File: src/rtl/uart_modem_consts.svh
// register offsets, field positions and reset values of the handshake block
// assumes inclusion by bare name from the block's design files
`ifndef UART_MODEM_CONSTS_SVH
`define UART_MODEM_CONSTS_SVH

// register offsets on the three address pins
`define OFS_QUEUE_CTL 3'h2
`define OFS_HS_CTL 3'h4
`define OFS_HS_STAT 3'h6

// queue control fields
`define QC_ENABLE 0
`define QC_RX_FLUSH 1

// handshake control fields
`define HC_DTR 0
`define HC_RTS 1
`define HC_SPARE 2
`define HC_IRQ 3
`define HC_LOOP 4
`define HC_LIVE_MSB 4

// handshake status fields
`define HS_CTS_CHG 0
`define HS_DSR_CHG 1
`define HS_RING_TE 2
`define HS_DCD_CHG 3
`define HS_CTS 4
`define HS_DSR 5
`define HS_RING 6
`define HS_DCD 7

// reset values
`define HC_RESET 5'h00
`define FLAGS_RESET 4'h0
`define BYTE_ZERO 8'h00
`define DEPTH_SYNC 2

`endif

File: src/rtl/uart_modem_pkg.sv
// types shared by the handshake and queue control block
// assumes the consts header supplies every number
package uart_modem_pkg;

  typedef logic [7:0] reg8_t;
  typedef logic [2:0] reg_addr_t;
  typedef logic [3:0] line4_t;

  // phase of the asynchronous strobe port
  typedef enum logic [1:0] {
    ACC_IDLE,
    ACC_READ,
    ACC_WRITE
  } access_t;

endpackage

File: src/rtl/uart_modem_ctl.sv
// queue enable / receive flush bits, handshake control and handshake status
// assumes a strobed parallel register port on pins and a serial core beside it
`timescale 1ns/10ps
`include "uart_modem_consts.svh"

// Behaviour
// RULE1: receive flush bit empties receive error queue, resets counters, self clears.
// RULE2: queue enable bit 0 turns both queues off at 0, on at 1.
// RULE3: entering queue mode does not discard data already held.
// RULE4: a write changing the enable bit flushes error queue and clears counters.
// RULE5: flush bit writes ignored unless enable bit already 1.
// RULE6: queue mode only when enable and serial permit are both 1.
// RULE7: handshake control bits 7 to 5 always read as zero.
// RULE8: loopback holds serial out high, ignores serial in, wraps transmit into receive.
// RULE9: loopback replaces the four handshake inputs with control bits 3 to 0.
// RULE10: loopback maps dtr, rts, spare, irq bits onto status bits 5,4,6,7.
// RULE11: loopback and stand-alone float the interrupt-set output.
// RULE12: loopback keeps modem interrupts, sourced from control bits, gated by enable.
// RULE13: software restores registers before clearing the loopback bit.
// RULE14: control bit 3 floats the interrupt-set output at 0, enables it at 1.
// RULE15: rts and dtr pins driven inverted from control bits 1 and 0.
// RULE16: change flags set on input change, all cleared by a status read.
// RULE17: status bits 7 to 4 show inverted dcd, ring, dsr, cts levels.
// RULE18: software may write the four change flags to exercise the interrupt.
// RULE19: any change flag set raises modem interrupt when enabled.
// RULE20: ring flag set only when ring indication goes from on to off.
// RULE21: handshake pins synchronised, compared each cycle; set beats clear-on-read.
module uart_modem_ctl
  import uart_modem_pkg::*;
(
  // clock and reset
  input wire logic clk_sys_i,
  input wire logic arst_n_i,
  // register port pins
  input wire logic cs_n_i,
  input wire logic rd_n_i,
  input wire logic wr_n_i,
  input wire uart_modem_pkg::reg_addr_t addr_i,
  input wire uart_modem_pkg::reg8_t data_i,
  output uart_modem_pkg::reg8_t data_o,
  output logic data_oe_n_o,
  // mode inputs from neighbouring registers
  input wire logic serial_queue_permit_i,
  input wire logic msi_enable_i,
  input wire logic irq_set_i,
  // queue control towards the queue logic
  output logic queue_enable_o,
  output logic queue_mode_o,
  output logic rx_err_flush_o,
  output logic tx_cnt_clear_o,
  output logic rx_cnt_clear_o,
  // serial data path
  input wire logic serial_in_i,
  input wire logic tx_shift_i,
  output logic serial_out_o,
  output logic rx_shift_o,
  // handshake pins
  input wire logic cts_n_i,
  input wire logic dsr_n_i,
  input wire logic dcd_n_i,
  input wire logic ring_n_i,
  output logic rts_n_o,
  output logic dtr_n_o,
  // interrupt paths
  output logic irq_set_out_o,
  output logic irq_set_out_oe_n_o,
  output logic msi_o
);

  ////////////////////////////////////////////////////////////////////////////
  // pin synchronisation

  localparam int PIN_W = 19;

  logic [PIN_W-1:0] pins_async;
  logic [PIN_W-1:0] pins_sync;
  logic cs_s;
  logic rd_s;
  logic wr_s;
  reg_addr_t addr_s;
  reg8_t data_s;
  logic serial_in_inv_s;
  logic serial_in_s;
  line4_t hs_live_s;

  // active-low pins inverted ahead of the flops, so the zero that reset
  // leaves in them reads as idle: no phantom access, edge or start bit
  assign pins_async = {~cs_n_i, ~rd_n_i, ~wr_n_i, addr_i, data_i, ~serial_in_i,
                       ~dcd_n_i, ~ring_n_i, ~dsr_n_i, ~cts_n_i};
  assign {cs_s, rd_s, wr_s, addr_s, data_s, serial_in_inv_s, hs_live_s} =
    pins_sync;
  assign serial_in_s = ~serial_in_inv_s;

  // see RULE21
  sync_stage #(
    .WIDTH(PIN_W)
  ) u_pin_sync (
    .clk_sys_i(clk_sys_i),
    .arst_n_i(arst_n_i),
    .async_i(pins_async),
    .sync_o(pins_sync)
  );

  ////////////////////////////////////////////////////////////////////////////
  // strobe decode: act once at the leading edge of each access

  access_t acc_q;
  access_t acc_d;
  logic rd_start;
  logic wr_start;

  always_comb begin
    acc_d = ACC_IDLE;
    if (cs_s && rd_s) begin
      acc_d = ACC_READ;
    end else if (cs_s && wr_s) begin
      acc_d = ACC_WRITE;
    end
  end

  assign rd_start = (acc_d == ACC_READ) && (acc_q != ACC_READ);
  assign wr_start = (acc_d == ACC_WRITE) && (acc_q != ACC_WRITE);

  always_ff @(posedge clk_sys_i or negedge arst_n_i) begin
    if (!arst_n_i) begin
      acc_q <= ACC_IDLE;
    end else begin
      acc_q <= acc_d;
    end
  end

  logic wr_qc;
  logic wr_hc;
  logic wr_hs;
  logic rd_hs;

  assign wr_qc = wr_start && (addr_s == `OFS_QUEUE_CTL);
  assign wr_hc = wr_start && (addr_s == `OFS_HS_CTL);
  assign wr_hs = wr_start && (addr_s == `OFS_HS_STAT);
  assign rd_hs = rd_start && (addr_s == `OFS_HS_STAT);

  ////////////////////////////////////////////////////////////////////////////
  // queue control

  logic queue_en_q;
  logic en_change;
  logic flush_req;

  // enable seen before this write decides whether the flush bit counts
  assign en_change = wr_qc && (data_s[`QC_ENABLE] != queue_en_q);
  assign flush_req = wr_qc && queue_en_q && data_s[`QC_RX_FLUSH]; // see RULE5

  // no data discard on entering queue mode, only flush and counters
  always_ff @(posedge clk_sys_i or negedge arst_n_i) begin
    if (!arst_n_i) begin
      queue_en_q <= 1'b0;
    end else if (wr_qc) begin
      queue_en_q <= data_s[`QC_ENABLE]; // see RULE2 see RULE3
    end
  end

  // flush bit is never stored, so it reads back as zero at once
  always_ff @(posedge clk_sys_i or negedge arst_n_i) begin
    if (!arst_n_i) begin
      rx_err_flush_o <= 1'b0;
    end else begin
      rx_err_flush_o <= flush_req || en_change; // see RULE1 see RULE4
    end
  end

  // transmit counter clears only on an enable change here
  always_ff @(posedge clk_sys_i or negedge arst_n_i) begin
    if (!arst_n_i) begin
      tx_cnt_clear_o <= 1'b0;
    end else begin
      tx_cnt_clear_o <= en_change; // see RULE4
    end
  end

  always_ff @(posedge clk_sys_i or negedge arst_n_i) begin
    if (!arst_n_i) begin
      rx_cnt_clear_o <= 1'b0;
    end else begin
      rx_cnt_clear_o <= flush_req || en_change; // see RULE1 see RULE4
    end
  end

  always_ff @(posedge clk_sys_i or negedge arst_n_i) begin
    if (!arst_n_i) begin
      queue_enable_o <= 1'b0;
    end else begin
      queue_enable_o <= queue_en_q;
    end
  end

  // permit comes from the neighbouring mode register, same clock
  always_ff @(posedge clk_sys_i or negedge arst_n_i) begin
    if (!arst_n_i) begin
      queue_mode_o <= 1'b0;
    end else begin
      queue_mode_o <= queue_en_q && serial_queue_permit_i; // see RULE6
    end
  end

  ////////////////////////////////////////////////////////////////////////////
  // handshake control

  logic [`HC_LIVE_MSB:0] hc_q;
  logic loop_on;

  assign loop_on = hc_q[`HC_LOOP];

  // upper three bits have no storage at all
  always_ff @(posedge clk_sys_i or negedge arst_n_i) begin
    if (!arst_n_i) begin
      hc_q <= `HC_RESET;
    end else if (wr_hc) begin
      hc_q <= data_s[`HC_LIVE_MSB:0]; // see RULE7
    end
  end

  // pins keep following the control bits in loopback
  always_ff @(posedge clk_sys_i or negedge arst_n_i) begin
    if (!arst_n_i) begin
      rts_n_o <= 1'b1;
      dtr_n_o <= 1'b1;
    end else begin
      rts_n_o <= ~hc_q[`HC_RTS]; // see RULE15
      dtr_n_o <= ~hc_q[`HC_DTR]; // see RULE15
    end
  end

  // serial out parks at mark in loopback so the line stays idle
  always_ff @(posedge clk_sys_i or negedge arst_n_i) begin
    if (!arst_n_i) begin
      serial_out_o <= 1'b1;
    end else begin
      serial_out_o <= loop_on ? 1'b1 : tx_shift_i; // see RULE8
    end
  end

  // receive input wraps from transmit in loopback; one cycle of latency
  always_ff @(posedge clk_sys_i or negedge arst_n_i) begin
    if (!arst_n_i) begin
      rx_shift_o <= 1'b1;
    end else begin
      rx_shift_o <= loop_on ? tx_shift_i : serial_in_s; // see RULE8
    end
  end

  // interrupt-set output floats unless enabled and not looped back
  always_ff @(posedge clk_sys_i or negedge arst_n_i) begin
    if (!arst_n_i) begin
      irq_set_out_o <= 1'b0;
      irq_set_out_oe_n_o <= 1'b1;
    end else begin
      irq_set_out_o <= irq_set_i;
      irq_set_out_oe_n_o <= ~(hc_q[`HC_IRQ] && !loop_on); // see RULE11 see RULE14
    end
  end

  ////////////////////////////////////////////////////////////////////////////
  // handshake status

  line4_t live;
  line4_t live_q;
  line4_t chg_flags_q;
  line4_t events;

  // live order: cts, dsr, ring, dcd, active high (pins are active low)
  always_comb begin
    if (loop_on) begin
      live = {hc_q[`HC_IRQ], hc_q[`HC_SPARE], hc_q[`HC_DTR], hc_q[`HC_RTS]}; // see RULE9 see RULE10
    end else begin
      live = hs_live_s; // see RULE17
    end
  end

  always_ff @(posedge clk_sys_i or negedge arst_n_i) begin
    if (!arst_n_i) begin
      live_q <= `FLAGS_RESET;
    end else begin
      live_q <= live;
    end
  end

  // toggling the loop bit can itself look like a change; software expects that
  always_comb begin
    events = live ^ live_q; // see RULE21
    events[`HS_RING_TE] = live_q[`HS_RING_TE] && !live[`HS_RING_TE]; // see RULE20
  end

  // set wins over both the clearing read and a software write
  always_ff @(posedge clk_sys_i or negedge arst_n_i) begin
    if (!arst_n_i) begin
      chg_flags_q <= `FLAGS_RESET;
    end else if (wr_hs) begin
      chg_flags_q <= data_s[`HS_DCD_CHG:`HS_CTS_CHG] | events; // see RULE18
    end else if (rd_hs) begin
      chg_flags_q <= events; // see RULE16 see RULE21
    end else begin
      chg_flags_q <= chg_flags_q | events; // see RULE16 see RULE12
    end
  end

  // one enable gates loopback and normal sources alike
  always_ff @(posedge clk_sys_i or negedge arst_n_i) begin
    if (!arst_n_i) begin
      msi_o <= 1'b0;
    end else begin
      msi_o <= msi_enable_i && (|chg_flags_q); // see RULE19 see RULE12
    end
  end

  ////////////////////////////////////////////////////////////////////////////
  // read data

  reg8_t rd_mux;

  // queue control is write-only, so it reads as zero like unmapped offsets
  always_comb begin
    rd_mux = `BYTE_ZERO;
    if (addr_s == `OFS_HS_CTL) begin
      rd_mux = {3'h0, hc_q}; // see RULE7
    end else if (addr_s == `OFS_HS_STAT) begin
      rd_mux = {live, chg_flags_q}; // see RULE17 see RULE10
    end
  end

  // data captured at the read's leading edge and held for the strobe
  always_ff @(posedge clk_sys_i or negedge arst_n_i) begin
    if (!arst_n_i) begin
      data_o <= `BYTE_ZERO;
    end else if (rd_start) begin
      data_o <= rd_mux;
    end
  end

  always_ff @(posedge clk_sys_i or negedge arst_n_i) begin
    if (!arst_n_i) begin
      data_oe_n_o <= 1'b1;
    end else begin
      data_oe_n_o <= (acc_d != ACC_READ);
    end
  end

endmodule

File: src/rtl/sync_stage.sv
// two flip-flop synchroniser for a group of pin levels
// assumes the inputs are asynchronous to clk_sys_i
`timescale 1ns/10ps
module sync_stage #(
  parameter int WIDTH = 1
) (
  // clock and reset
  input wire logic clk_sys_i,
  input wire logic arst_n_i,
  // levels
  input wire logic [WIDTH-1:0] async_i,
  output logic [WIDTH-1:0] sync_o
);

  logic [WIDTH-1:0] meta_q;

  ////////////////////////////////////////////////////////////////////////////
  // first stage is read only by the second
  always_ff @(posedge clk_sys_i or negedge arst_n_i) begin
    if (!arst_n_i) begin
      meta_q <= '0;
      sync_o <= '0;
    end else begin
      meta_q <= async_i;
      sync_o <= meta_q;
    end
  end

endmodule

File: config.mk
export PLATFORM = sky130hd
export DESIGN_NAME = uart_modem_ctl
export DESIGN_NICKNAME = d
export VERILOG_FILES = /design/src/rtl/uart_modem_pkg.sv /design/src/rtl/uart_modem_ctl.sv /design/src/rtl/sync_stage.sv
export VERILOG_INCLUDE_DIRS = /design/src /design/src/rtl
export SDC_FILE = /design/constraint.sdc
export NUM_CORES = 1
export LEC_CHECK = 0
export BUFFER_PORTS_ARGS = -buffer_cell sky130_fd_sc_hd__clkbuf_2
export CAP_MARGIN = 10
export CORE_MARGIN = 4
export CORE_UTILIZATION = 35
export DETAILED_ROUTE_END_ITERATION = 12
export PLACE_DENSITY = 0.67
export SETUP_SLACK_MARGIN = 0.4
export SYNTH_ARGS = -nofsm -noshare
export SYNTH_HDL_FRONTEND = slang
export SYNTH_SLANG_ARGS = --single-unit
File: constraint.sdc
create_clock -name clk_sys_i -period 3.9 [get_ports clk_sys_i]
set_input_delay 0.195 -clock clk_sys_i [delete_from_list [all_inputs] [get_ports clk_sys_i]]
set_output_delay 0.195 -clock clk_sys_i [all_outputs]
set_load 0.03 [all_outputs]
* After elaboration in Yosys (flattened, before gate mapping)
Index checks and enable logic that the tools add are counted.
** Storage, ports and cells
- Output and inout port bits :: 21
- Memories :: 0
- Word-level logic and storage cells :: 72
- Bits in latches :: 0
- Register bits :: 74
- Bits of input ports :: 25
- ROM bits :: 0
- RAM bits :: 0
** Cells by class
- Shifts and indexed selects :: 0
- Reductions and logical operators :: 19
- Eq/ne operators :: 9
- Div/mod/pow operators :: 0
- Add/subtract/negate cells :: 0
- Bitwise operators :: 15
- Multiply operators :: 0
- Magnitude comparators :: 0
- Multiplexer cells :: 9
** Operator list (count)
- 8-bit two-way mux :: 2
- 1-bit logical AND :: 15
- 4-bit two-way mux :: 3
- 1-bit inverter :: 12
- 4-bit bitwise OR :: 2
- 3-bit equality test, second input constant :: 2
- 2-bit two-way mux :: 2
- 2-bit by 1-bit inequality test with 1-bit output, second input constant :: 2
- 4-bit OR reduction :: 1
- 4-bit XOR :: 1
- 3-bit by 2-bit equality test with 1-bit output, second input constant :: 1
- 2-bit by 1-bit equality test with 1-bit output, second input constant :: 1
- 2-bit equality test, second input constant :: 1
- 1-bit logical NOT :: 2
- 1-bit two-way mux :: 2
- 2-bit inequality test, second input constant :: 1
- 1-bit logical OR :: 1
- 1-bit inequality test :: 1

* Longest topological paths before layout
- Depth after elaboration :: 9
- Gate-level depth with buffers :: 5

* Hierarchy
Synthesis repeated with hierarchy kept, for this count alone.
** Unflattened totals
- Cell total of the unflattened synthesis :: 160
- Area, all modules :: 2492.4 um^2
** By module, submodules not included
- uart_modem_ctl :: instances 1, area each 1541.5 um^2, cells an instance 122, sequential area each 908.4 um^2
- sync_stage :: instances 1, area each 950.9 um^2, cells an instance 38, sequential area each 950.9 um^2

* Least setup slack after synthesis
OpenSTA, ideal clock, no wires.
- Path kind :: reg2reg
- Start point :: register u_pin_sync.sync_o[13]
- End point :: register hc_q[0]
- Arrival time :: 1.268 ns
- Required time :: 3.775 ns
- Cell stages (with the launch flop) :: 5
- Setup slack :: 2.507 ns
- Cell sequence :: dfrtp_1 > nor3b_4 > and3_1 > buf_6 > mux2_4
** Between the ends
- Cells in the longest elaborated chain, start to end :: 2
** RTL lines
- from (decl) :: RTL line sync_stage.sv:12 : output logic [WIDTH-1:0] sync_o
- from (signal assigned) :: RTL line sync_stage.sv:25 : sync_o <= meta_q;
- 3-bit equality test (no source line)
- 1-bit logical AND :: RTL line uart_modem_ctl.sv:138 : assign wr_hc = wr_start && (addr_s == `OFS_HS_CTL);
- to (signal assigned) :: RTL line uart_modem_ctl.sv:216 : hc_q <= `HC_RESET;
- to (signal assigned) :: RTL line uart_modem_ctl.sv:218 : hc_q <= data_s[`HC_LIVE_MSB:0];
- to (decl) :: RTL line uart_modem_ctl.sv:208 : logic [`HC_LIVE_MSB:0] hc_q;
Every way passes these cells.
A chain may end at the register's enable or synchronous reset.

* Worst setup path in the final report
- Start point :: register u_pin_sync.sync_o[13]
- End point :: register hc_q[1]
The elaborated chain is that of the path after synthesis.

==> out/qor.csv <==
metric;value;unit
Max stage delay on crit path;440;ps
max frequency;597;MHz
Yosys top cell area share;0.652;
max-cap check violation count;0;
worst hold path class;in -> reg;
crit share post-route;0.429;
later-pin clock latency in the skew report;340;ps
synth unique cells;33;
RSZ-0062 raised after global routing;no;
Critical Path AT;1890;ps
Final Critical Period;1670;ps
Reg-to-Reg Start;u_pin_sync.sync_o[13];
crit-path cells;nor3b_4 > and3_1 > mux2_4;
ranking of synthesized cells by area;dfrtp_1 (65%), dfstp_2 (6.6%), mux2_4 (5.7%), inv_1 (3.2%), mux2i_1 (1.7%);
area delta synth->final;29.7;%
Nets;246;
vias in the first global route;1458;
Slew Viols, Final;0;
largest net degree at the start of global routing;37;
GRT Residual Overflow;0;
setup TNS;0;ps
Pre-Repair DR Iteration Count;4;
pre-CTS setup slack;2240;ps
Starting Density;0.368;
routed wire length;3890;µm
Cells after Synth;154;
register area share after synthesis;0.719;
dominant cell type by area after synthesis;dfrtp_1;
setup violators final;0;
switching part of the total;0.232;
DR vias/cell;4.51;
TritonCTS sink count;68;
syn_nets;179;
initial antenna violation count;0;
net switching power;398;µW
GPL Wtd Cong;0.765;
Setup Crit Path Kind;reg -> reg;
Pint;1320;µW
clk root buf;clkbuf_8;
All-Layer GR Usage;0.111;
Layout Cells excl Fill;303;
placed cell area;2650;µm²
number of synthesized register bits;68;
input/output buffers;42;
first-pass GRT wire length;7070;µm
post-detail-place hpwl;2610;µm
clock skew;7.79;ps
Top delay family on crit path;simple AND/OR/NAND/NOR gates;
leak pwr;0.00151;µW
part of the power in registers;0.472;
final hold violations;0;
synthesized cell area;2380;µm²
Max FO, Critical Path;6;
Syn Area/Cell;15.4;µm²
hold_sp;tx_shift_i;
Routed Antenna Nets;0;
DR iter-0 viols;53;
Critical Path Sink Type;register;
Die Y-Extent;90.4;µm
CTS tree;built;
htree depth;3;
Pwr Density;555;nW/µm²
crit path from;u_pin_sync.sync_o[13];
Total Die Area;8180;µm²
Ports;46;
combinational power share;0.108;
antenna diode count;0;
Worst Tran Pin Value;766;ps
row cnt;29;
placed insts;269;
core footprint;6460;µm²
CP required;4120;ps
Clock power frac;0.420;
maximum clock insertion buffer count;2;
Post-synth EDFFs;0;
Syn. warnings;0;
Final Cell Area;3090;µm²
worst setup margin;2230;ps
Buf/Inv on CP;0;
routed vias;1366;
Max VDD drop;306;µV
status;completed;
slowest CP cell;and3_1;
DIE WIDTH;90.4;µm
Num CTS Buffers;9;
Setup crit start kind;register;
Routed WL per cell;12.8;µm
share of layout cells above drive strength 1;0.358;
DRC Markers;0;
Slew HR;0.489;
Reg clk slew, reported paths;70;ps
hold slack;52.5;ps
FFs w/ async S/R, synth;1.00;
top_reg_cell synth;dfrtp_1;
[cell families after synthesis]
logic type	after synthesis	synth area share
buffers and inverters	25	0.0510
DFF	68	0.719
AOI/OAI and AO/OA	15	0.0531
xor gates and xnor gates	4	0.0147
and+or+nand+nor	26	0.0747
muxes	16	0.0878
[flip-flops by register name, summed over array words and instances (netlist names)]
signal	count
acc_q	2
chg_flags_q	4
data_o	8
data_oe_n_o	1
dtr_n_o	1
hc_q	5
irq_set_out_o	1
irq_set_out_oe_n_o	1
live_q	4
msi_o	1
queue_en_q	1
queue_enable_o	1
queue_mode_o	1
rts_n_o	1
rx_cnt_clear_o	1
rx_shift_o	1
serial_out_o	1
tx_cnt_clear_o	1
u_pin_sync.meta_q	16
u_pin_sync.sync_o	16
[synth_stat cells, types with 2 or more instances]
cell,number
nand2_1,3
inv_1,20
buf_6,3
and3b_1,2
mux2_4,9
o2bb2ai_1,2
dfstp_2,6
a22o_1,4
xnor2_1,2
o41ai_1,2
dfrtp_1,62
o21ai_0,2
nand2b_1,2
nor2_1,4
o311ai_1,4
mux2_2,2
mux2i_1,4
xor2_1,2
nand4_1,5
[worst register-to-register path: stages, from the launching register on]
cell and delay (ps):
dfrtp_1 420, nor3b_4 350, and3_1 440, mux2_4 330
[layout by cell type (no fill, tap or decap), types with 3 or more instances in the layout]
| cell type | count |
|---|---|
| a22o_1 | 4 |
| bufinv_16 | 3 |
| clkbuf_2 | 41 |
| clkbuf_8 | 11 |
| dfrtp_1 | 62 |
| dfstp_2 | 6 |
| dlygate4sd3_1 | 18 |
| inv_1 | 20 |
| mux2_4 | 9 |
| mux2i_1 | 4 |
| nand2_1 | 3 |
| nand4_1 | 5 |
| nor2_1 | 4 |
| o311ai_1 | 4 |
[power by group through the flow]
stage / combinational (µW) / sequential [µW] / clock, µW
floorplan: 81.6 / 853 / 0
global placement: 171 / 822 / 0
detailed placement: 173 / 824 / 0
CTS: 188 / 810 / 736
global route: 204 / 819 / 774
finish: 185 / 809 / 719
[cell type report]
| cell class | count | area (µm²) |
|---|---|---|
| clock buffer | 11 | 151 |
| multi-input combinational | 61 | 548 |
| sequential | 68 | 1710 |
| inverter | 20 | 75.1 |
| clock inverter | 5 | 108 |
| fill | 568 | 3370 |
| timing repair buffer | 61 | 398 |
| tap | 77 | 96.3 |
[path summary, 6_finish.rpt]
| check | end | cells after the start | slack, ps |
|---|---|---|---|
| hold / removal | rx_shift_o | 3 | 50 |
| max in group asynchronous | data_oe_n_o | 3 | 2530 |
| min in group asynchronous | queue_en_q | 2 | 470 |
| setup reg to reg | hc_q[1] | 3 | 2230 |
| hold reg to reg | u_pin_sync.sync_o[4] | 0 | 340 |
| setup / recovery | hc_q[1] | 3 | 2230 |
[per-stage QoR]
stage | total power (µW) | utilization
floorplan | 935 | -
global placement | 993 | 0.410
detailed placement | 997 | 0.410
CTS | 1730 | 0.478
global route | 1800 | 0.478
finish | 1710 | 0.478
[routing by layer]
metal / GRT usage / routed length, µm / vias up
met5: 0 / 0 / -
met4: 0.0459 / 33 / 0
met3: 0.0533 / 323 / 6
met2: 0.167 / 1830 / 47
met1: 0.135 / 1700 / 662
li1: - / - / 651
[what timing repair did]
item                      4_1_cts  5_1_grt
hold buffers                   18        0
gates resized for setup         0        0
hold endpoints to repair       47        0
setup buffers                   0        0
No activity file was read; power rests on OpenSTA's default activity.
